## config.mk

```make
export PLATFORM = sky130hd
export DESIGN_NAME = adc_conversion_control
export DESIGN_NICKNAME = d
export VERILOG_FILES = /design/src/adc_ctrl_pkg.sv /design/src/adc_conversion_control.sv /design/src/result_fifo.sv
export SDC_FILE = /design/constraint.sdc
export NUM_CORES = 1
export LEC_CHECK = 0
export BUFFER_PORTS_ARGS = -buffer_cell sky130_fd_sc_hd__buf_2
export CELL_PAD_IN_SITES_DETAIL_PLACEMENT = 0
export CELL_PAD_IN_SITES_GLOBAL_PLACEMENT = 1
export CORE_MARGIN = 5
export CORE_UTILIZATION = 47
export DETAILED_ROUTE_END_ITERATION = 7
export PLACE_DENSITY_LB_ADDON = 0.1
export SETUP_SLACK_MARGIN = 0.02
export SLEW_MARGIN = 30
export SYNTH_ARGS = -nofsm -noshare
export SYNTH_HDL_FRONTEND = slang
export SYNTH_SLANG_ARGS = --single-unit
```

## constraint.sdc

```tcl
create_clock -name CLK_I -period 3.4 [get_ports CLK_I]
set_input_delay 0.34 -clock CLK_I [delete_from_list [all_inputs] [get_ports CLK_I]]
set_output_delay 0.34 -clock CLK_I [all_outputs]
set_load 0.01 [all_outputs]
```

## src/adc_ctrl_pkg.sv

```systemverilog
// Constants, codes and types shared by the converter control block.
// Assumes a 100 MHz system clock that also serves as converter base clock.
// ---------------------------------------------------------------------
// Overview of operation
// - Three input configurations selectable by software
// - Software starts single or continuous conversions
// - Pin, logic array or timer overflows trigger
// - Temperature sensor is one extra channel
// - Single-ended and pseudo modes give straight binary
// - Differential mode gives twos complement result
// - Result at bits 27:16, sign bits above
// - Software sets clock divider and acquisition clocks
// - Reset gives eight acquisition clocks, divider two
// - Nineteen clocks follow acquisition per conversion
// - Temperature channel forces sixteen clocks, divide 32
// - Fastest settings sustain full rated throughput
// - Block is run through memory-mapped registers
// - Control register address and reset value fixed
// - Clock and acquisition field encodings
// - Conversion type codes; single returns to zero
// - Start enable gates starts; power bit settles; continuous mode here keeps restarting with the start enable cleared
// - Mode codes; busy pin enable bit
// ---------------------------------------------------------------------
package adc_ctrl_pkg;

  // -------------------------------------------------------------------
  // Widths
  // -------------------------------------------------------------------
  localparam int ADDR_W = 32;
  localparam int DATA_W = 32;
  localparam int CODE_W = 12;
  localparam int CHAN_W = 5;
  localparam int RES_W = 16;
  localparam int FIFO_DEPTH = 8;

  // -------------------------------------------------------------------
  // Register map
  // -------------------------------------------------------------------
  localparam logic [31:0] CTRL_ADDR = 32'hffff0500;
  localparam logic [31:0] CHAN_ADDR = 32'hffff0504;
  localparam logic [31:0] STAT_ADDR = 32'hffff050c;
  localparam logic [31:0] DATA_ADDR = 32'hffff0510;
  localparam logic [15:0] CTRL_RESET = 16'h0600;
  localparam logic [15:0] CTRL_WMASK = 16'h1fff;
  localparam logic [4:0] CHAN_RESET = 5'h00;

  // -------------------------------------------------------------------
  // Control fields
  // -------------------------------------------------------------------
  localparam int TYPE_LSB = 0;
  localparam int MODE_LSB = 3;
  localparam int PWR_BIT = 5;
  localparam int BUSY_EN_BIT = 6;
  localparam int START_BIT = 7;
  localparam int ACQ_LSB = 8;
  localparam int CLK_LSB = 10;
  localparam int RESULT_LSB = 16;
  localparam int STAT_READY_BIT = 0;
  localparam int STAT_BUSY_BIT = 1;
  localparam int STAT_SETTLED_BIT = 2;

  // -------------------------------------------------------------------
  // Codes
  // -------------------------------------------------------------------
  localparam logic [2:0] TYPE_EXT = 3'h0;
  localparam logic [2:0] TYPE_T1 = 3'h1;
  localparam logic [2:0] TYPE_T0 = 3'h2;
  localparam logic [2:0] TYPE_SINGLE = 3'h3;
  localparam logic [2:0] TYPE_CONT = 3'h4;
  localparam logic [2:0] TYPE_PLA = 3'h5;
  localparam logic [1:0] MODE_SE = 2'h0;
  localparam logic [1:0] MODE_DIFF = 2'h1;
  localparam logic [1:0] MODE_PSEUDO = 2'h2;
  localparam logic [2:0] DIV_MAX = 3'h5;
  localparam logic [4:0] ACQ_BASE = 5'h02;
  localparam logic [11:0] DIFF_FLIP = 12'h800;

  // -------------------------------------------------------------------
  // Timing
  // -------------------------------------------------------------------
  localparam logic [4:0] CONV_LAST = 5'h12;
  localparam logic [4:0] TEMP_CHAN = 5'h10;
  localparam logic [2:0] TEMP_DIV = 3'h5;
  localparam logic [4:0] TEMP_ACQ = 5'h10;
  localparam int CLK_PERIOD_NS = 10;
  localparam int PWR_SETTLE_NS = 5000;
  localparam logic [9:0] PWR_SETTLE_CYC =
    10'((PWR_SETTLE_NS + CLK_PERIOD_NS - 1) / CLK_PERIOD_NS);

  typedef enum logic [1:0] {S_IDLE, S_ACQ, S_CONV} state_t;

endpackage

```

## src/adc_conversion_control.sv

```systemverilog
// Conversion sequencer, control registers and result formatting.
// Assumes the SAR core returns an offset-binary code at the last tick.
//
// Decided for this implementation: strobed register access.
`timescale 1ns/1ps
module adc_conversion_control (
  // Clock and reset
  input wire logic CLK_I,
  input wire logic RST_N_I,
  // Register port
  input wire logic [adc_ctrl_pkg::ADDR_W-1:0] ADDR_I,
  input wire logic [adc_ctrl_pkg::DATA_W-1:0] WDATA_I,
  input wire logic WR_I,
  input wire logic RD_I,
  output logic [adc_ctrl_pkg::DATA_W-1:0] RDATA_O,
  // Trigger sources
  input wire logic EXTERNAL_TRIGGER_PIN_N_I,
  input wire logic LOGIC_ARRAY_TRIGGER_I,
  input wire logic FIRST_GENERAL_TIMER_I,
  input wire logic SECOND_GENERAL_TIMER_I,
  // Converter core
  input wire logic [adc_ctrl_pkg::CODE_W-1:0] CORE_CODE_I,
  output logic POWER_UP_O,
  output logic [1:0] MODE_O,
  output logic [adc_ctrl_pkg::CHAN_W-1:0] CHANNEL_O,
  output logic ACQUIRE_O,
  output logic CONVERT_O,
  output logic CONV_TICK_O,
  // Status pins
  output logic CONVERTER_ACTIVE_PIN_O,
  output logic RESULT_READY_O
);
  import adc_ctrl_pkg::*;

  // -------------------------------------------------------------------
  // State
  // -------------------------------------------------------------------
  typedef struct packed {
    logic [15:0] ctrl;
    logic [4:0] chan;
    state_t state;
    logic [2:0] div_code;
    logic [4:0] acq_len;
    logic [4:0] div_cnt;
    logic [4:0] step;
    logic [5:0] tick_cnt;
    logic [1:0] mode;
    logic single;
    logic cont;
    logic [1:0] ext_sync;
    logic ext_prev;
    logic [9:0] pwr_cnt;
    logic [31:0] rdata;
  } st_t;

  st_t q;
  st_t d;

  logic [2:0] ctype;
  logic is_temp;
  logic [2:0] div_prog;
  logic [2:0] div_sel;
  logic [4:0] acq_sel;
  logic [4:0] div_lim;
  logic tick;
  logic ext_fall;
  logic src;
  logic trig;
  logic start;
  logic push;
  logic pop;
  logic busy;
  logic settled;
  logic [11:0] code_fmt;
  logic [15:0] res_word;
  logic f_ready;
  logic f_valid;
  logic [15:0] f_data;

  // -------------------------------------------------------------------
  // Settings
  // -------------------------------------------------------------------
  assign ctype = q.ctrl[TYPE_LSB +: 3];
  assign is_temp = q.chan == TEMP_CHAN;
  // Reserved divider codes fall back to the slowest rate
  assign div_prog = (q.ctrl[CLK_LSB +: 3] > DIV_MAX) ? DIV_MAX
                    : q.ctrl[CLK_LSB +: 3];
  assign div_sel = is_temp ? TEMP_DIV : div_prog;
  assign acq_sel = is_temp ? TEMP_ACQ
                   : 5'(ACQ_BASE << q.ctrl[ACQ_LSB +: 2]);
  // Code 000 ticks every clock, for full rate at the top clock
  assign div_lim = 5'((6'h01 << q.div_code) - 6'h01);
  assign tick = (q.state != S_IDLE) && (q.div_cnt == div_lim);
  assign busy = q.state != S_IDLE;
  assign settled = q.pwr_cnt == PWR_SETTLE_CYC;

  // -------------------------------------------------------------------
  // Triggers
  // -------------------------------------------------------------------
  // Pin is asynchronous; only the second stage is looked at
  assign ext_fall = q.ext_prev && !q.ext_sync[1];
  assign src = (ctype == TYPE_EXT) ? ext_fall
             : (ctype == TYPE_T1) ? SECOND_GENERAL_TIMER_I
             : (ctype == TYPE_T0) ? FIRST_GENERAL_TIMER_I
             : (ctype == TYPE_PLA) ? LOGIC_ARRAY_TRIGGER_I
             : (ctype == TYPE_SINGLE) || (ctype == TYPE_CONT);
  // Continuous mode keeps running with the start enable cleared
  assign trig = (q.ctrl[START_BIT] && src) || q.cont;
  // A full FIFO holds off new starts rather than drop results
  assign start = (q.state == S_IDLE) && q.ctrl[PWR_BIT] && f_ready
                 && trig;

  // -------------------------------------------------------------------
  // Result format
  // -------------------------------------------------------------------
  assign code_fmt = (q.mode == MODE_DIFF) ? (CORE_CODE_I ^ DIFF_FLIP)
                    : CORE_CODE_I;
  assign res_word = (q.mode == MODE_DIFF)
                    ? {{4{code_fmt[11]}}, code_fmt}
                    : {4'h0, code_fmt};
  assign push = (q.state == S_CONV) && tick && (q.step == CONV_LAST);
  assign pop = RD_I && (ADDR_I == DATA_ADDR) && f_valid;

  result_fifo #(
    .WIDTH(RES_W),
    .DEPTH(FIFO_DEPTH)
  ) u_fifo (
    .clk_i(CLK_I),
    .rst_n_i(RST_N_I),
    .in_valid_i(push),
    .in_ready_o(f_ready),
    .in_data_i(res_word),
    .out_valid_o(f_valid),
    .out_ready_i(pop),
    .out_data_o(f_data)
  );

  // -------------------------------------------------------------------
  // Next state
  // -------------------------------------------------------------------
  always_comb
  begin
    d = q;
    d.ext_sync = {q.ext_sync[0], EXTERNAL_TRIGGER_PIN_N_I};
    d.ext_prev = q.ext_sync[1];
    if (!q.ctrl[PWR_BIT])
      d.pwr_cnt = '0;
    else if (!settled)
      d.pwr_cnt = q.pwr_cnt + 10'h001;
    if ((ctype != TYPE_CONT) || !q.ctrl[PWR_BIT])
      d.cont = 1'b0;
    if (busy)
      d.div_cnt = tick ? 5'h00 : q.div_cnt + 5'h01;
    // Counted apart from the step field so the length check stands alone
    if (tick)
      d.tick_cnt = q.tick_cnt + 6'h01;
    case (q.state)
      S_IDLE:
      begin
        if (start)
        begin
          d.state = S_ACQ;
          d.step = 5'h00;
          d.tick_cnt = 6'h00;
          d.div_cnt = 5'h00;
          d.div_code = div_sel;
          d.acq_len = acq_sel;
          d.mode = q.ctrl[MODE_LSB +: 2];
          d.single = ctype == TYPE_SINGLE;
          if (ctype == TYPE_CONT)
            d.cont = 1'b1;
        end
      end
      S_ACQ:
      begin
        if (tick)
        begin
          if (q.step == q.acq_len - 5'h01)
          begin
            d.state = S_CONV;
            d.step = 5'h00;
          end
          else
            d.step = q.step + 5'h01;
        end
      end
      S_CONV:
      begin
        if (tick)
        begin
          if (q.step == CONV_LAST)
          begin
            d.state = S_IDLE;
            if (q.single)
              d.ctrl[TYPE_LSB +: 3] = TYPE_EXT;
          end
          else
            d.step = q.step + 5'h01;
        end
      end
      default:
        d.state = S_IDLE;
    endcase
    // Power-down aborts a conversion in flight
    if (!q.ctrl[PWR_BIT])
      d.state = S_IDLE;
    // Register writes come last so software wins over the auto-clear
    if (WR_I && (ADDR_I == CTRL_ADDR))
      d.ctrl = WDATA_I[15:0] & CTRL_WMASK;
    if (WR_I && (ADDR_I == CHAN_ADDR))
      d.chan = WDATA_I[4:0];
    if (RD_I)
    begin
      case (ADDR_I)
        CTRL_ADDR: d.rdata = {16'h0000, q.ctrl};
        CHAN_ADDR: d.rdata = {27'h0000000, q.chan};
        STAT_ADDR: d.rdata = {29'h00000000, settled, busy, f_valid};
        DATA_ADDR: d.rdata = {f_data, 16'h0000};
        default: d.rdata = 32'h00000000;
      endcase
    end
  end

  always_ff @(posedge CLK_I or negedge RST_N_I)
  begin
    if (!RST_N_I)
    begin
      q <= '0;
      q.ctrl <= CTRL_RESET;
      q.chan <= CHAN_RESET;
      q.state <= S_IDLE;
      q.ext_sync <= 2'h3;
      q.ext_prev <= 1'b1;
    end
    else
      q <= d;
  end

  // -------------------------------------------------------------------
  // Outputs
  // -------------------------------------------------------------------
  assign RDATA_O = q.rdata;
  assign POWER_UP_O = q.ctrl[PWR_BIT];
  assign MODE_O = q.ctrl[MODE_LSB +: 2];
  assign CHANNEL_O = q.chan;
  assign ACQUIRE_O = q.state == S_ACQ;
  assign CONVERT_O = q.state == S_CONV;
  assign CONV_TICK_O = tick;
  assign CONVERTER_ACTIVE_PIN_O = q.ctrl[BUSY_EN_BIT] && busy;
  assign RESULT_READY_O = f_valid;

  // -------------------------------------------------------------------
  // Checks
  // -------------------------------------------------------------------
  ctrl_reset_a: assert property (
    @(posedge CLK_I) disable iff (!RST_N_I)
    $rose(RST_N_I) |-> (q.ctrl == CTRL_RESET) && !busy)
    else $error("control reset value wrong");

  conv_length_a: assert property (
    @(posedge CLK_I) disable iff (!RST_N_I)
    push |-> (q.state == S_CONV) && (q.step == 5'h12)
             && (q.div_cnt == div_lim)
             && (q.tick_cnt == 6'(q.acq_len) + 6'h12))
    else $error("result written at wrong trial count");

  acq_length_a: assert property (
    @(posedge CLK_I) disable iff (!RST_N_I)
    (q.state == S_ACQ) && q.ctrl[PWR_BIT] ##1 (q.state == S_CONV)
    |-> $past(q.step) == q.acq_len - 5'h01)
    else $error("acquisition length wrong");

  temp_override_a: assert property (
    @(posedge CLK_I) disable iff (!RST_N_I)
    start && is_temp |=> (q.div_code == 3'h5) && (q.acq_len == 5'h10))
    else $error("temperature channel override missing");

  single_clear_a: assert property (
    @(posedge CLK_I) disable iff (!RST_N_I)
    push && q.single && !(WR_I && (ADDR_I == CTRL_ADDR))
    |=> q.ctrl[2:0] == 3'h0)
    else $error("single conversion type not cleared");

  diff_format_a: assert property (
    @(posedge CLK_I) disable iff (!RST_N_I)
    push && (q.mode == MODE_DIFF)
    |-> res_word == {{4{~CORE_CODE_I[11]}}, ~CORE_CODE_I[11],
                     CORE_CODE_I[10:0]})
    else $error("differential result not twos complement");

  se_format_a: assert property (
    @(posedge CLK_I) disable iff (!RST_N_I)
    push && (q.mode != MODE_DIFF) |-> res_word == {4'h0, CORE_CODE_I})
    else $error("single-ended result not straight binary");

  data_read_a: assert property (
    @(posedge CLK_I) disable iff (!RST_N_I)
    RD_I && (ADDR_I == DATA_ADDR)
    |=> (RDATA_O[15:0] == 16'h0000) && (RDATA_O[31:16] == $past(f_data)))
    else $error("data register layout wrong");

  start_gate_a: assert property (
    @(posedge CLK_I) disable iff (!RST_N_I)
    start |-> q.ctrl[START_BIT] || q.cont)
    else $error("conversion started without enable");

  busy_pin_a: assert property (
    @(posedge CLK_I) disable iff (!RST_N_I)
    $rose(ACQUIRE_O) && q.ctrl[BUSY_EN_BIT] |-> CONVERTER_ACTIVE_PIN_O)
    else $error("busy pin not raised");

  ext_start_a: assert property (
    @(posedge CLK_I) disable iff (!RST_N_I)
    (q.state == S_IDLE) && q.ctrl[PWR_BIT] && q.ctrl[START_BIT] && f_ready
    && (ctype == TYPE_EXT) && $fell(q.ext_sync[1]) |=> ACQUIRE_O)
    else $error("pin edge did not start a conversion");

  reserved_type_a: assert property (
    @(posedge CLK_I) disable iff (!RST_N_I)
    (ctype[2:1] == 2'b11) && !q.cont |-> !start)
    else $error("reserved conversion type started");

  result_room_a: assert property (
    @(posedge CLK_I) disable iff (!RST_N_I)
    push |-> f_ready)
    else $error("result written into a full buffer");

  power_abort_a: assert property (
    @(posedge CLK_I) disable iff (!RST_N_I)
    !POWER_UP_O |=> !busy && !settled)
    else $error("converter active while powered down");

  tick_spacing_a: assert property (
    @(posedge CLK_I) disable iff (!RST_N_I)
    tick && (q.div_code != 3'h0) |=> !CONV_TICK_O)
    else $error("converter clock ticks too close");

  idle_after_push_a: assert property (
    @(posedge CLK_I) disable iff (!RST_N_I)
    push |=> !busy && RESULT_READY_O)
    else $error("sequencer did not finish after result");

  single_once_a: assert property (
    @(posedge CLK_I) disable iff (!RST_N_I)
    push && q.single && !(WR_I && (ADDR_I == CTRL_ADDR))
    |=> !start || ext_fall)
    else $error("single conversion repeated");
endmodule

```

## src/result_fifo.sv

```systemverilog
// Result FIFO with valid/ready on both sides.
// Assumes DEPTH is a power of two; one clock, async active-low reset.
`timescale 1ns/1ps
module result_fifo #(
  parameter int WIDTH = 16,
  parameter int DEPTH = 8
) (
  // Clock and reset
  input wire logic clk_i,
  input wire logic rst_n_i,
  // Fill side
  input wire logic in_valid_i,
  output logic in_ready_o,
  input wire logic [WIDTH-1:0] in_data_i,
  // Drain side
  output logic out_valid_o,
  input wire logic out_ready_i,
  output logic [WIDTH-1:0] out_data_o
);
  localparam int AW = $clog2(DEPTH);

  typedef struct packed {
    logic [DEPTH-1:0][WIDTH-1:0] mem;
    logic [AW-1:0] rd;
    logic [AW-1:0] wr;
    logic [AW:0] cnt;
  } fifo_t;

  fifo_t q;
  fifo_t d;
  logic push;
  logic pop;

  assign in_ready_o = q.cnt != (AW+1)'(DEPTH);
  assign out_valid_o = q.cnt != '0;
  assign out_data_o = q.mem[q.rd];
  assign push = in_valid_i && in_ready_o;
  assign pop = out_valid_o && out_ready_i;

  always_comb
  begin
    d = q;
    if (push)
    begin
      d.mem[q.wr] = in_data_i;
      d.wr = q.wr + AW'(1);
    end
    if (pop)
      d.rd = q.rd + AW'(1);
    case ({push, pop})
      2'b10: d.cnt = q.cnt + (AW+1)'(1);
      2'b01: d.cnt = q.cnt - (AW+1)'(1);
      default: d.cnt = q.cnt;
    endcase
  end

  always_ff @(posedge clk_i or negedge rst_n_i)
  begin
    if (!rst_n_i)
      q <= '0;
    else
      q <= d;
  end

  fifo_count_a: assert property (@(posedge clk_i) disable iff (!rst_n_i)
    (!in_ready_o && !pop) |=> !in_ready_o)
    else $error("fifo lost full state");
endmodule

```

==> Yosys cells after proc, flatten, opt, wreduce, memory -nomap -nowiden <==
Cells that the tools add are included.
{ "word_totals": {"output_inout_bits": 45, "wordCells": 152, "ff_bits": 231} }
{ "op_classes": {"reduce_logical": 35, "n_mux": 42, "magnitude_cmp": 4, "shift": 2, "n_addsub": 10, "n_eq_ne": 31, "n_bitwise": 1} }
{ "op_table": {"columns": ["operator", "count"], "rows": [
  ["bitwise mux 128 bit", 1],
  ["== test 32 bit (second input constant)", 4],
  ["case mux 32 bit (4 select lines)", 1],
  ["binary-select mux 16 bit (select 3 bit)", 1],
  ["demux 16 bit (select 3 bit)", 1],
  ["2-to-1 mux 16 bit", 3],
  ["2-to-1 mux 5 bit", 8],
  ["2-to-1 mux 10 bit", 3],
  ["2-to-1 mux 30 bit", 1],
  ["2-to-1 mux 3 bit", 7],
  ["logical AND 1 bit", 16],
  ["case mux 5 bit (3 select lines)", 1],
  ["2-to-1 mux 12 bit", 1],
  ["inequality test 3 x 2 -> 1 bit (second input constant)", 4],
  ["nonzero test 2 bit", 6],
  ["adder 10 x 1 -> 10 bit (second input constant)", 1],
  ["adder 5 x 1 -> 5 bit (second input constant)", 2],
  ["== test 10 x 9 -> 1 bit (second input constant)", 1],
  ["== test 5 bit", 2],
  ["== test 5 bit (second input constant)", 2],
  ["2-to-1 mux 2 bit", 5],
  ["AND reduction 5 bit", 2],
  ["subtractor 5 x 1 -> 5 bit (second input constant)", 2],
  ["< comparator 3 x 4 -> 1 bit (second input constant)", 2],
  ["30 further kinds", 48]
]} }

==> Logic depth before layout (Yosys ltp) <==
Gate-level depths: netlist of run 1.
{ "depth": {"depth_word": 12, "mapped_depth": 12} }

==> Cells and area by module <==
A second synthesis of run 1 with hierarchy kept.
{ "unflattened": {"hier_cells": 853, "hier_area_um2": 10894.2} }
{ "by_module_without_submodules": {"columns": ["module", "instances", "area_per_inst_um2", "cells_per_inst"], "rows": [
  ["result_fifo", 1, 6402.4, 387],
  ["adc_conversion_control", 1, 4491.8, 466]
]} }

==> Least setup slack after synthesis of run 1 <==
Ideal clock, no wire load.
{ "synth_path": {"path_type": "register -> register", "startpoint": "reg q[55] (netlist bit)", "endpoint": "reg u_fifo.q[2] (netlist bit)", "period_less_slack_ns": 2.966, "path_stages_with_launch": 12, "slack_ns": 0.434, "arrival_time_ns": 2.840, "n_path_buf": 0, "setup_time_ns": 0.126, "cell_sequence": "dfrtp_1 inv_1 ha_1 or4bb_1 or4b_2 ha_1 xor2_1 ha_1 a21oi_1 xor2_1 nor2_1 xor2_1"} }
{ "synth_via": {"elab_chain_cells": 5} }
{ "synth_rtl": {"columns": ["element", "line", "text"], "rows": [
  ["start: declaration", "adc_conversion_control.sv:56", "st_t q;"],
  ["== test 5 bit (*)", "adc_conversion_control.sv:121", "assign push = (q.state == S_CONV) && tick && (q.step == CONV_LAST);"],
  ["logical AND 1 bit (*)", "adc_conversion_control.sv:121", null],
  ["logical AND 1 bit (*)", "result_fifo.sv:37", "assign push = in_valid_i && in_ready_o;"],
  ["== test 2 x 1 -> 1 bit or == test 2 bit (tied branches)", "result_fifo.sv:50", "case ({push, pop})"],
  ["case mux 4 bit (2 select lines) or nonzero test 2 bit (tied branches)", null, null],
  ["end signal: assignment", "result_fifo.sv:60", "q <= '0;"],
  ["end signal: assignment", "result_fifo.sv:62", "q <= d;"],
  ["end: declaration", "result_fifo.sv:29", "fifo_t q;"]
]} }
Every way passes the cells marked *; elsewhere a longest branch is shown, timed or not.
A chain may end at the register's enable or synchronous reset.

==> Final worst setup path of run 1 <==
Ends and elaborated chain as after synthesis.

==> flow_metrics.env, run 1 <==
export IMPL_grt_remaining_overflow=0
export IMPL_top_level_ports=129
export IMPL_cp_end_kind="flop"
export IMPL_required_ns=3.72
export IMPL_place_inst=1091
export IMPL_grt_pass1_wl_um=35500
export IMPL_cp_start_kind="flop"
export IMPL_synth_area_leaders="dfrtp_1 49%, mux2_2 7.2%, mux2_1 6.6%, mux4_2 6.1%, buf_4 3.4%"
export IMPL_cts_buffers=17
export IMPL_synth_top_area_share=0.494
export IMPL_cp_arrival_ns=3.53
export IMPL_max_slew_margin=0.454
export IMPL_cts_tree="done"
export IMPL_fp_row_count=52
export IMPL_viasPerCell=5.41
export IMPL_gp_congestion=0.796
export IMPL_die_area_um2=23300
export IMPL_preCtsSetupSlack_ns=0.181
export IMPL_total_leakage_power_nw=5.09
export IMPL_grt_max_degree=92
export IMPL_cp_max_fo=6
export IMPL_synth_top_cell_by_area="dfrtp_1"
export IMPL_cts_root_buffer="clkbuf_16"
export IMPL_die_h_um=153
export IMPL_clkSinkCount=194
export IMPL_met3_usage=0.0361
export IMPL_antenna_found_initial=0
export IMPL_routed_wl_um=21900
export IMPL_regToRegStartpoint="q[55]"
export IMPL_r2r_slack_ns=0.19
export IMPL_use_met2=0.330
export IMPL_fin_setup_tns_ns=0
export IMPL_synth_area_um2=9570
export IMPL_timing_hold_ws_ns=0.133
export IMPL_fmax_mhz=311
export IMPL_yosysUniqueCellTypes=65
export IMPL_grt_pass1_vias=6557
export IMPL_drv_slew=0
export IMPL_grt_busiest_layer="met2"
export IMPL_drive_gt1_frac=0.313
export IMPL_peakVddDrop_mv=0.289
export IMPL_syn_inst=766
export IMPL_cts_setup_buffers=0
export IMPL_dr_pass1_iters=6
export IMPL_final_util=0.535
export IMPL_yosys_warnings=0
export IMPL_finalWorstSetupSlack_ns=0.187
export IMPL_register_area_um2=4860
export IMPL_wire_per_inst_um=19.4
export IMPL_cts_clk_slew_worst_paths_ns=0.08
export IMPL_ys_seq_area_frac=0.508
export IMPL_first_iter_violations=239
export IMPL_finalInstanceArea_um2=10800
export IMPL_start_util=0.475
export IMPL_holdBufCountCts=2
export IMPL_fin_crit_ns=3.21
export IMPL_finalSetupViolCount=0
export IMPL_hold_depth=2
export IMPL_placed_cell_area_um2=10200
export IMPL_dr_total_vias=6089
export IMPL_clkLatencyLatePin_ns=0.44
export IMPL_syn2layout_area_growth_pct=12.6
export IMPL_antenna_left=0
export IMPL_fin_nets=944
export IMPL_reg2reg_depth=11
export IMPL_final_cells=1126
export IMPL_fp_dieW_um=153
export IMPL_min_from="WDATA_I[6]"
export IMPL_dp_hpwl_um=15300
export IMPL_ys_ff_latch=194
export IMPL_hold_class="input pin to flop"
export IMPL_diodes=0
export IMPL_final_hold_viol_count=0
export IMPL_finalCritPeriodShare=0.945
export IMPL_worstReg2RegEnd="u_fifo.q[2]"
export IMPL_grtUsageTotal=0.191
export IMPL_p_total_mw=4.50
export IMPL_multi_input_area_um2=4030
export IMPL_critical_path_class="flop to flop"
export IMPL_async_flop_share=1.00
export IMPL_powerDensity_nw_per_um2=417
export IMPL_synth_edf_count=0
export IMPL_core_um2=20200
export IMPL_maxCapViolCount=0
export IMPL_worstMarginPinSlew_ns=0.812
export IMPL_cts_buffer_depth=2
export IMPL_drc=0
export IMPL_outcome="completed"
export IMPL_synth_flop_cell="dfrtp_1"
export IMPL_min_to="q[86]"
export IMPL_grtUsageMet1=0.246
export IMPL_syn_area_per_cell_um2=12.5
export IMPL_n_fill_cell=1767
export IMPL_io_buffers=106
export IMPL_skew_ns=0.0182
export IMPL_cts_resized=0
export IMPL_rsz0062_at_grt="false"
export IMPL_cts_max_level=4
[Yosys cell counts, types with 3 or more instances]
cell type,n
nand4_1,9
mux2i_1,22
a21oi_1,12
or3_1,4
mux4_2,26
nand3b_1,3
a22oi_1,3
nor2b_1,7
clkbuf_1,14
nor3_1,7
buf_2,9
xnor2_1,9
mux2_2,61
or4b_2,3
ha_1,17
buf_6,4
xor2_1,14
dfstp_2,5
dfrtp_1,189
a211oi_1,4
a211o_1,4
nor4_1,3
or4_1,3
a31oi_1,3
o21ai_0,27
o41ai_1,4
nor2_1,31
buf_4,43
mux2_1,56
inv_1,52
o22ai_1,21
nand3_1,18
nand2_1,32
buf_1,5
[kinds of logic after synthesis]
logic type | share of synthesized area
DFF | 0.508
muxes | 0.222
and+or+nand+nor | 0.0920
buffers and inverters | 0.0725
AOI/OAI and AO/OA | 0.0599
xor gates and xnor gates | 0.0234
adders and majority gates | 0.0222
other | 0.000392
[worst max-delay path, cell delays in order (launching register included)]
cell,delay (ns)
dfrtp_1,0.44
inv_1,0.08
ha_1,0.15
or4bb_1,0.57
or4b_2,0.71
ha_1,0.29
xor2_1,0.16
ha_1,0.18
a21oi_1,0.15
xor2_1,0.18
nor2_1,0.07
xor2_1,0.14
[report_power, final]
part / internal [mW] / switching [mW] / total (mW)
registers: 2.34 / 0.0151 / 2.35
logic: 0.0635 / 0.0953 / 0.159
clock network: 0.986 / 1.00 / 1.99
[registers in the layout, indices dropped and copies added, names as in the netlist]
signal      count
MODE_O          2
POWER_UP_O      1
u_fifo.q      114
q              41
CHANNEL_O       5
d               2
RDATA_O        26
ctype           3
[worst max path at each step]
stage / startpoint / end / slack (ns) / depth (start not counted)
after floorplan: q[55] / u_fifo.q[2] / 0.43 / 11
after global placement: q[55] / u_fifo.q[2] / 0.23 / 11
after detailed placement: q[55] / u_fifo.q[2] / 0.18 / 11
after CTS: q[55] / u_fifo.q[2] / 0.18 / 11
after global routing: q[55] / u_fifo.q[2] / 0.05 / 11
final: q[55] / u_fifo.q[2] / 0.19 / 11
[routing by layer]
metal | wire length (µm) | vias up
met4 | 368 | 0
met2 | 11200 | 86
met5 | 0 | -
li1 | - | 2858
met1 | 9700 | 3117
met3 | 586 | 28
[placed cells by master (no fill, tap or decap), drive strengths merged, types with 3 or more instances in the layout]
master  count
nor4b       3
o22ai      21
a211o       4
a31oi       3
nand2      32
dfstp       5
dfrtp     189
conb        3
clkinv      7
clkbuf     18
a22oi       3
or4         3
buf       129
nor2       31
ha         17
o21ai      28
nor3        7
mux4       26
a211oi      4
nand4b      4
nand3      19
nor2b       7
a21oi      13
nand4      10
inv        58
nor4        3
or4b        3
xnor2       9
mux2      117
mux2i      22
o41ai       5
or3         4
nand3b      3
xor2       14
[area by class of cell]
type | count | area share
multi-input cells | 446 | 0.373
well taps | 270 | 0.0313
repair buffers | 132 | 0.0716
clock buffers | 17 | 0.0395
clock inverters | 15 | 0.0153
inverters | 52 | 0.0181
flip-flops and latches | 194 | 0.451
Power figures use the tool's default switching activity.
==> run 2, diff against run 1 <==
Settings changed: REMOVE_ABC_BUFFERS from default to 1.
==> flow_metrics.env, run 2 (synthesis gave the netlist of run 1 again) <==
export IMPL_final_cell_mix="188 x dfrtp_1, 105 x buf_2, 61 x mux2_2"
export IMPL_die_h_um=153
export IMPL_grt_pass1_vias=6598
export IMPL_drv_slew=0
export IMPL_worstSetupStartpoint="q[55]"
export IMPL_largest_reg_flops=114
export IMPL_cp_start_kind="flop"
export IMPL_start_util=0.475
export IMPL_antenna_found_initial=0
export IMPL_die_area_um2=23300
export IMPL_top_level_ports=129
export IMPL_cts_root_buffer="clkbuf_16"
export IMPL_core_um2=20200
export IMPL_wire_per_inst_um=18.8
export IMPL_critical_path_class="flop to flop"
export IMPL_total_leakage_power_nw=5.06
export IMPL_routed_wl_um=21100
export IMPL_syn2layout_area_growth_pct=12.2
export IMPL_dr_pass1_iters=4
export IMPL_gp_congestion=0.741
export IMPL_antenna_left=0
export IMPL_dr_total_vias=6061
export IMPL_final_common_cell="dfrtp_1"
export IMPL_cts_clk_slew_worst_paths_ns=0.07
export IMPL_max_slew_margin=0.343
export IMPL_maxCapViolCount=0
export IMPL_timing_hold_ws_ns=0.144
export IMPL_cts_tree="done"
export IMPL_r2r_slack_ns=0.22
export IMPL_fin_crit_ns=3.18
export IMPL_cp_end_kind="flop"
export IMPL_cts_max_level=4
export IMPL_finalSetupViolCount=0
export IMPL_first_iter_violations=210
export IMPL_grtUsageTotal=0.186
export IMPL_required_ns=3.71
export IMPL_rsz0062_at_grt="false"
export IMPL_regToRegStartpoint="q[55]"
export IMPL_reg2reg_depth=11
export IMPL_grtUsageMet1=0.239
export IMPL_fp_row_count=52
export IMPL_cts_setup_buffers=0
export IMPL_drc=0
export IMPL_worstReg2RegEnd="u_fifo.q[2]"
export IMPL_p_total_mw=4.55
export IMPL_clkSinkCount=194
export IMPL_cts_resized=0
export IMPL_final_cells=1122
export IMPL_diodes=0
export IMPL_fp_dieW_um=153
export IMPL_grt_max_degree=89
export IMPL_peakVddDrop_mv=0.366
export IMPL_finalWorstSetupSlack_ns=0.216
export IMPL_n_fill_cell=1734
export IMPL_io_buffers=106
export IMPL_drive_gt1_frac=0.308
export IMPL_powerDensity_nw_per_um2=424
export IMPL_final_util=0.533
export IMPL_grt_busiest_layer="met2"
export IMPL_hold_class="input pin to flop"
export IMPL_preCtsSetupSlack_ns=0.217
export IMPL_use_met2=0.326
export IMPL_cp_max_fo=6
export IMPL_top_register="u_fifo.q"
export IMPL_dp_hpwl_um=14400
export IMPL_fin_setup_tns_ns=0
export IMPL_hold_depth=2
export IMPL_final_hold_viol_count=0
export IMPL_skew_ns=0.0157
export IMPL_worstSetupEndpoint="u_fifo.q[2]"
export IMPL_finalCritPeriodShare=0.936
export IMPL_met3_usage=0.0324
export IMPL_clkLatencyLatePin_ns=0.43
export IMPL_cts_buffers=17
export IMPL_outcome="completed"
export IMPL_fin_nets=940
export IMPL_placed_cell_area_um2=10100
export IMPL_finalInstanceArea_um2=10700
export IMPL_cp_arrival_ns=3.50
export IMPL_viasPerCell=5.40
export IMPL_fmax_mhz=314
export IMPL_grt_remaining_overflow=0
export IMPL_place_inst=1088
export IMPL_cts_buffer_depth=2
export IMPL_grt_pass1_wl_um=34900
export IMPL_worstMarginPinSlew_ns=0.977
==> run 2: cell types whose count changed in the layout (fill, tap and decap cells not counted) <==
cell	change
buf_12	-1
buf_4	-2
buf_8	-1
bufinv_16	+2
clkbuf_1	+2
clkinv_2	-1
clkinv_4	-1
clkinv_8	-3
inv_6	+2
inv_8	-1
==> run 2: where the power goes <==
group          internal [mW]  switching (mW)
logic                 0.0643          0.0943
registers               2.34          0.0149
clock network           1.12           0.922
==> run 2: worst min-delay path by stage <==
| stage | end | slack, ns | from |
|---|---|---|---|
| final | q[92] | 0.14 | WDATA_I[12] |
| after global routing | q[92] | 0.14 | WDATA_I[12] |
| after CTS | q[92] | 0.12 | WDATA_I[12] |
| after detailed placement | d[42] | 0.35 | d[44] |
| after global placement | d[42] | 0.35 | d[44] |
| after floorplan | CHANNEL_O[0] | 0.04 | RST_N_I |
==> run 2: final cells by class <==
type / count / area, µm² / share of cell area
Clock buffer: 19 / 433 / 0.0403
Clock inverter: 13 / 169 / 0.0157
Inverter: 52 / 195 / 0.0182
Multi-Input combinational cell: 446 / 4030 / 0.375
Sequential cell: 194 / 4860 / 0.453
Tap cell: 270 / 338 / 0.0314
Timing Repair Buffer: 128 / 722 / 0.0672
==> run 2: metal layers <==
| layer | share of wire | vias up | wire (µm) |
|---|---|---|---|
| met5 | 0 | - | 0 |
| met4 | 0.014 | 0 | 290 |
| met3 | 0.033 | 21 | 696 |
| met2 | 0.52 | 98 | 10900 |
| met1 | 0.44 | 3113 | 9200 |
| li1 | - | 2829 | - |
==> run 2: repair_timing <==
item                                   in CTS  in global routing
hold buffers                                2                  0
endpoints found under the hold margin       6                  0
setup endpoints to repair                   0                  0
==> run 2: critical path, cell delays in order, from the launching register on <==
cell and delay (ns):
dfrtp_1 0.43, inv_1 0.08, ha_1 0.15, or4bb_1 0.57, or4b_2 0.70, ha_1 0.29
xor2_1 0.17, ha_1 0.19, a21oi_1 0.14, xor2_1 0.15, nor2_1 0.06, xor2_1 0.13
==> run 3, diff against run 2 <==
Settings changed: ABC_AREA from default to 1, CORE_UTILIZATION 47 to 43.
==> flow_metrics.env, run 3 <==
export IMPL_outcome="completed"
export IMPL_hold_class="input pin to flop"
export IMPL_largest_reg_flops=114
export IMPL_syn2layout_area_growth_pct=11.1
export IMPL_cts_buffer_depth=2
export IMPL_fp_row_count=56
export IMPL_fin_crit_ns=2.91
export IMPL_viasPerCell=5.04
export IMPL_cts_root_buffer="clkbuf_16"
export IMPL_synth_top_area_share=0.467
export IMPL_path_cells="inv_1, ha_1, inv_2, nand2_1, nor2_1, nand2_1, nor2_2, nand2_2, inv_4, nand2_4, ha_1, nand2_1, inv_1, nor2_1, ha_1, a21oi_1, or2_2, a21oi_1"
export IMPL_total_leakage_power_nw=5.78
export IMPL_antenna_left=0
export IMPL_first_iter_violations=525
export IMPL_fmax_mhz=344
export IMPL_cts_setup_buffers=0
export IMPL_fin_setup_tns_ns=0
export IMPL_reg2reg_depth=18
export IMPL_top_level_ports=129
export IMPL_finalSetupViolCount=0
export IMPL_regToRegStartpoint="q[73]"
export IMPL_gp_congestion=0.783
export IMPL_synth_commonest_cells="489 x nand2_1, 214 x nand3_1, 189 x dfrtp_1"
export IMPL_cts_buffers=17
export IMPL_synth_area_leaders="dfrtp_1 47%, nand2_1 18%, nand3_1 11%, buf_4 3.6%, inv_1 2.4%"
export IMPL_drc=0
export IMPL_min_to="q[90]"
export IMPL_dr_total_vias=8566
export IMPL_max_slew_margin=0.504
export IMPL_grt_remaining_overflow=0
export IMPL_synth_edf_count=0
export IMPL_fin_nets=1469
export IMPL_hold_depth=3
export IMPL_dp_hpwl_um=18700
export IMPL_synth_area_um2=10100
export IMPL_finalInstanceArea_um2=11300
export IMPL_grtUsageTotal=0.218
export IMPL_cts_tree="done"
export IMPL_min_from="WDATA_I[10]"
export IMPL_ys_ff_latch=194
export IMPL_start_util=0.434
export IMPL_yosysUniqueCellTypes=41
export IMPL_n_fill_cell=2367
export IMPL_clkSinkCount=194
export IMPL_pwr_share_comb=0.107
export IMPL_synth_top_cell_by_area="dfrtp_1"
export IMPL_r2r_slack_ns=0.49
export IMPL_yosys_warnings=0
export IMPL_critical_path_class="flop to flop"
export IMPL_required_ns=3.76
export IMPL_cts_max_level=4
export IMPL_maxCapViolCount=0
export IMPL_placed_cell_area_um2=10600
export IMPL_diodes=0
export IMPL_final_util=0.482
export IMPL_grt_max_degree=89
export IMPL_top_register="u_fifo.q"
export IMPL_ys_seq_area_frac=0.480
export IMPL_pwr_share_clk=0.411
export IMPL_place_inst=1666
export IMPL_async_flop_share=1.00
export IMPL_drv_slew=0
export IMPL_p_sw_mw=1.39
export IMPL_cp_start_kind="flop"
export IMPL_final_cells=1700
export IMPL_synth_flop_cell="dfrtp_1"
export IMPL_cp_arrival_ns=3.27
export IMPL_antenna_found_initial=0
export IMPL_cpPeakStageDelay_ns=0.42
export IMPL_cp_end_kind="flop"
export IMPL_powerDensity_nw_per_um2=452
export IMPL_routed_wl_um=28600
export IMPL_dr_pass1_iters=5
export IMPL_die_h_um=163
export IMPL_cp_top_family="simple AND/OR/NAND/NOR gates"
export IMPL_rsz0062_at_grt="false"
export IMPL_wire_per_inst_um=16.8
export IMPL_core_um2=23300
export IMPL_preCtsSetupSlack_ns=0.523
export IMPL_finalCritPeriodShare=0.855
export IMPL_die_area_um2=26700
export IMPL_fp_dieW_um=163
export IMPL_worstReg2RegEnd="u_fifo.q[2]"
export IMPL_io_buffers=106
export IMPL_path_buf_inv=4
export IMPL_skew_ns=0.0152
export IMPL_p_seq_frac=0.483
export IMPL_timing_hold_ws_ns=0.131
export IMPL_final_hold_viol_count=0
export IMPL_p_int_mw=3.69
export IMPL_cts_clk_slew_worst_paths_ns=0.08
export IMPL_grt_pass1_wl_um=45900
export IMPL_clkLatencyLatePin_ns=0.44
export IMPL_swShare=0.274
export IMPL_syn_area_per_cell_um2=7.66
export IMPL_peakVddDrop_mv=0.298
export IMPL_finalWorstSetupSlack_ns=0.494
export IMPL_cp_max_fo=8
export IMPL_final_cell_mix="489 x nand2_1, 214 x nand3_1, 188 x dfrtp_1"
export IMPL_drive_gt1_frac=0.142
export IMPL_yosysMostFrequentCell="nand2_1"
export IMPL_slowest_stage="dfrtp_1"
export IMPL_worstMarginPinSlew_ns=0.743
export IMPL_syn_inst=1322
export IMPL_grt_pass1_vias=8576
export IMPL_final_common_cell="nand2_1"
export IMPL_p_total_mw=5.08
[run 3: cell types whose count changed in the layout (fill, tap and decap cells not counted), moves of 13 or more]
cell	change
mux2i_1	-22
a21oi_1	+28
inv_1	+13
mux2_1	-56
mux4_2	-26
nand3_1	+196
mux2_2	-61
nor2_1	+22
o22ai_1	-21
nand2_1	+457
[run 3: worst max-delay path by stage]
| stage | from | endpoint | slack (ns) | cells after the start |
|---|---|---|---|---|
| CTS | q[73] | u_fifo.q[2] | 0.47 | 18 |
| finish | q[73] | u_fifo.q[2] | 0.49 | 18 |
| global route | q[73] | u_fifo.q[2] | 0.29 | 18 |
| floorplan | ADDR_I[17] | u_fifo.q[2] | 0.42 | 13 |
| global placement | q[73] | u_fifo.q[2] | 0.55 | 18 |
| detailed placement | q[73] | u_fifo.q[2] | 0.52 | 18 |
[run 3: layer usage]
metal / global-route usage / share of wire
met1: 0.287 / 0.47
met2: 0.380 / 0.48
met3: 0.0376 / 0.040
met4: 0.0454 / 0.011
met5: 0 / 0
[run 3: logic make-up after synthesis]
logic type,synth area share
compound gates,0.0533
buf+inv,0.0937
flops,0.480
other cells,0.000370
simple gates,0.343
fa+ha+maj,0.0210
xor+xnor,0.00865
[run 3: tightest hold or removal path, cell delays in order]
cell,delay (ns)
buf_2,0.10
nand3_1,0.08
nand2_1,0.05
[run 3: final cells by class]
class | instances | area [µm²] | share of cell area
inverter | 74 | 280 | 0.0249
timing repair buffer | 136 | 782 | 0.0695
clock inverter | 14 | 168 | 0.0149
clock buffer | 18 | 429 | 0.0381
multi-input combinational | 945 | 4330 | 0.385
sequential | 194 | 4860 | 0.432
tap | 319 | 399 | 0.0355
[run 3: power groups by stage]
| stage | Clock, mW | Sequential [mW] | Combinational, mW |
|---|---|---|---|
| global placement | 0 | 2.50 | 0.544 |
| detailed placement | 0 | 2.50 | 0.550 |
| global route | 2.23 | 2.46 | 0.622 |
| CTS | 2.14 | 2.45 | 0.555 |
| finish | 2.09 | 2.45 | 0.544 |
| floorplan | 0 | 2.48 | 0.328 |
[run 3: what timing repair did]
action,CTS,global route
gates resized for setup,0,0
endpoints found under the setup margin,0,0
endpoints found under the hold margin,23,0
hold buffers,2,0
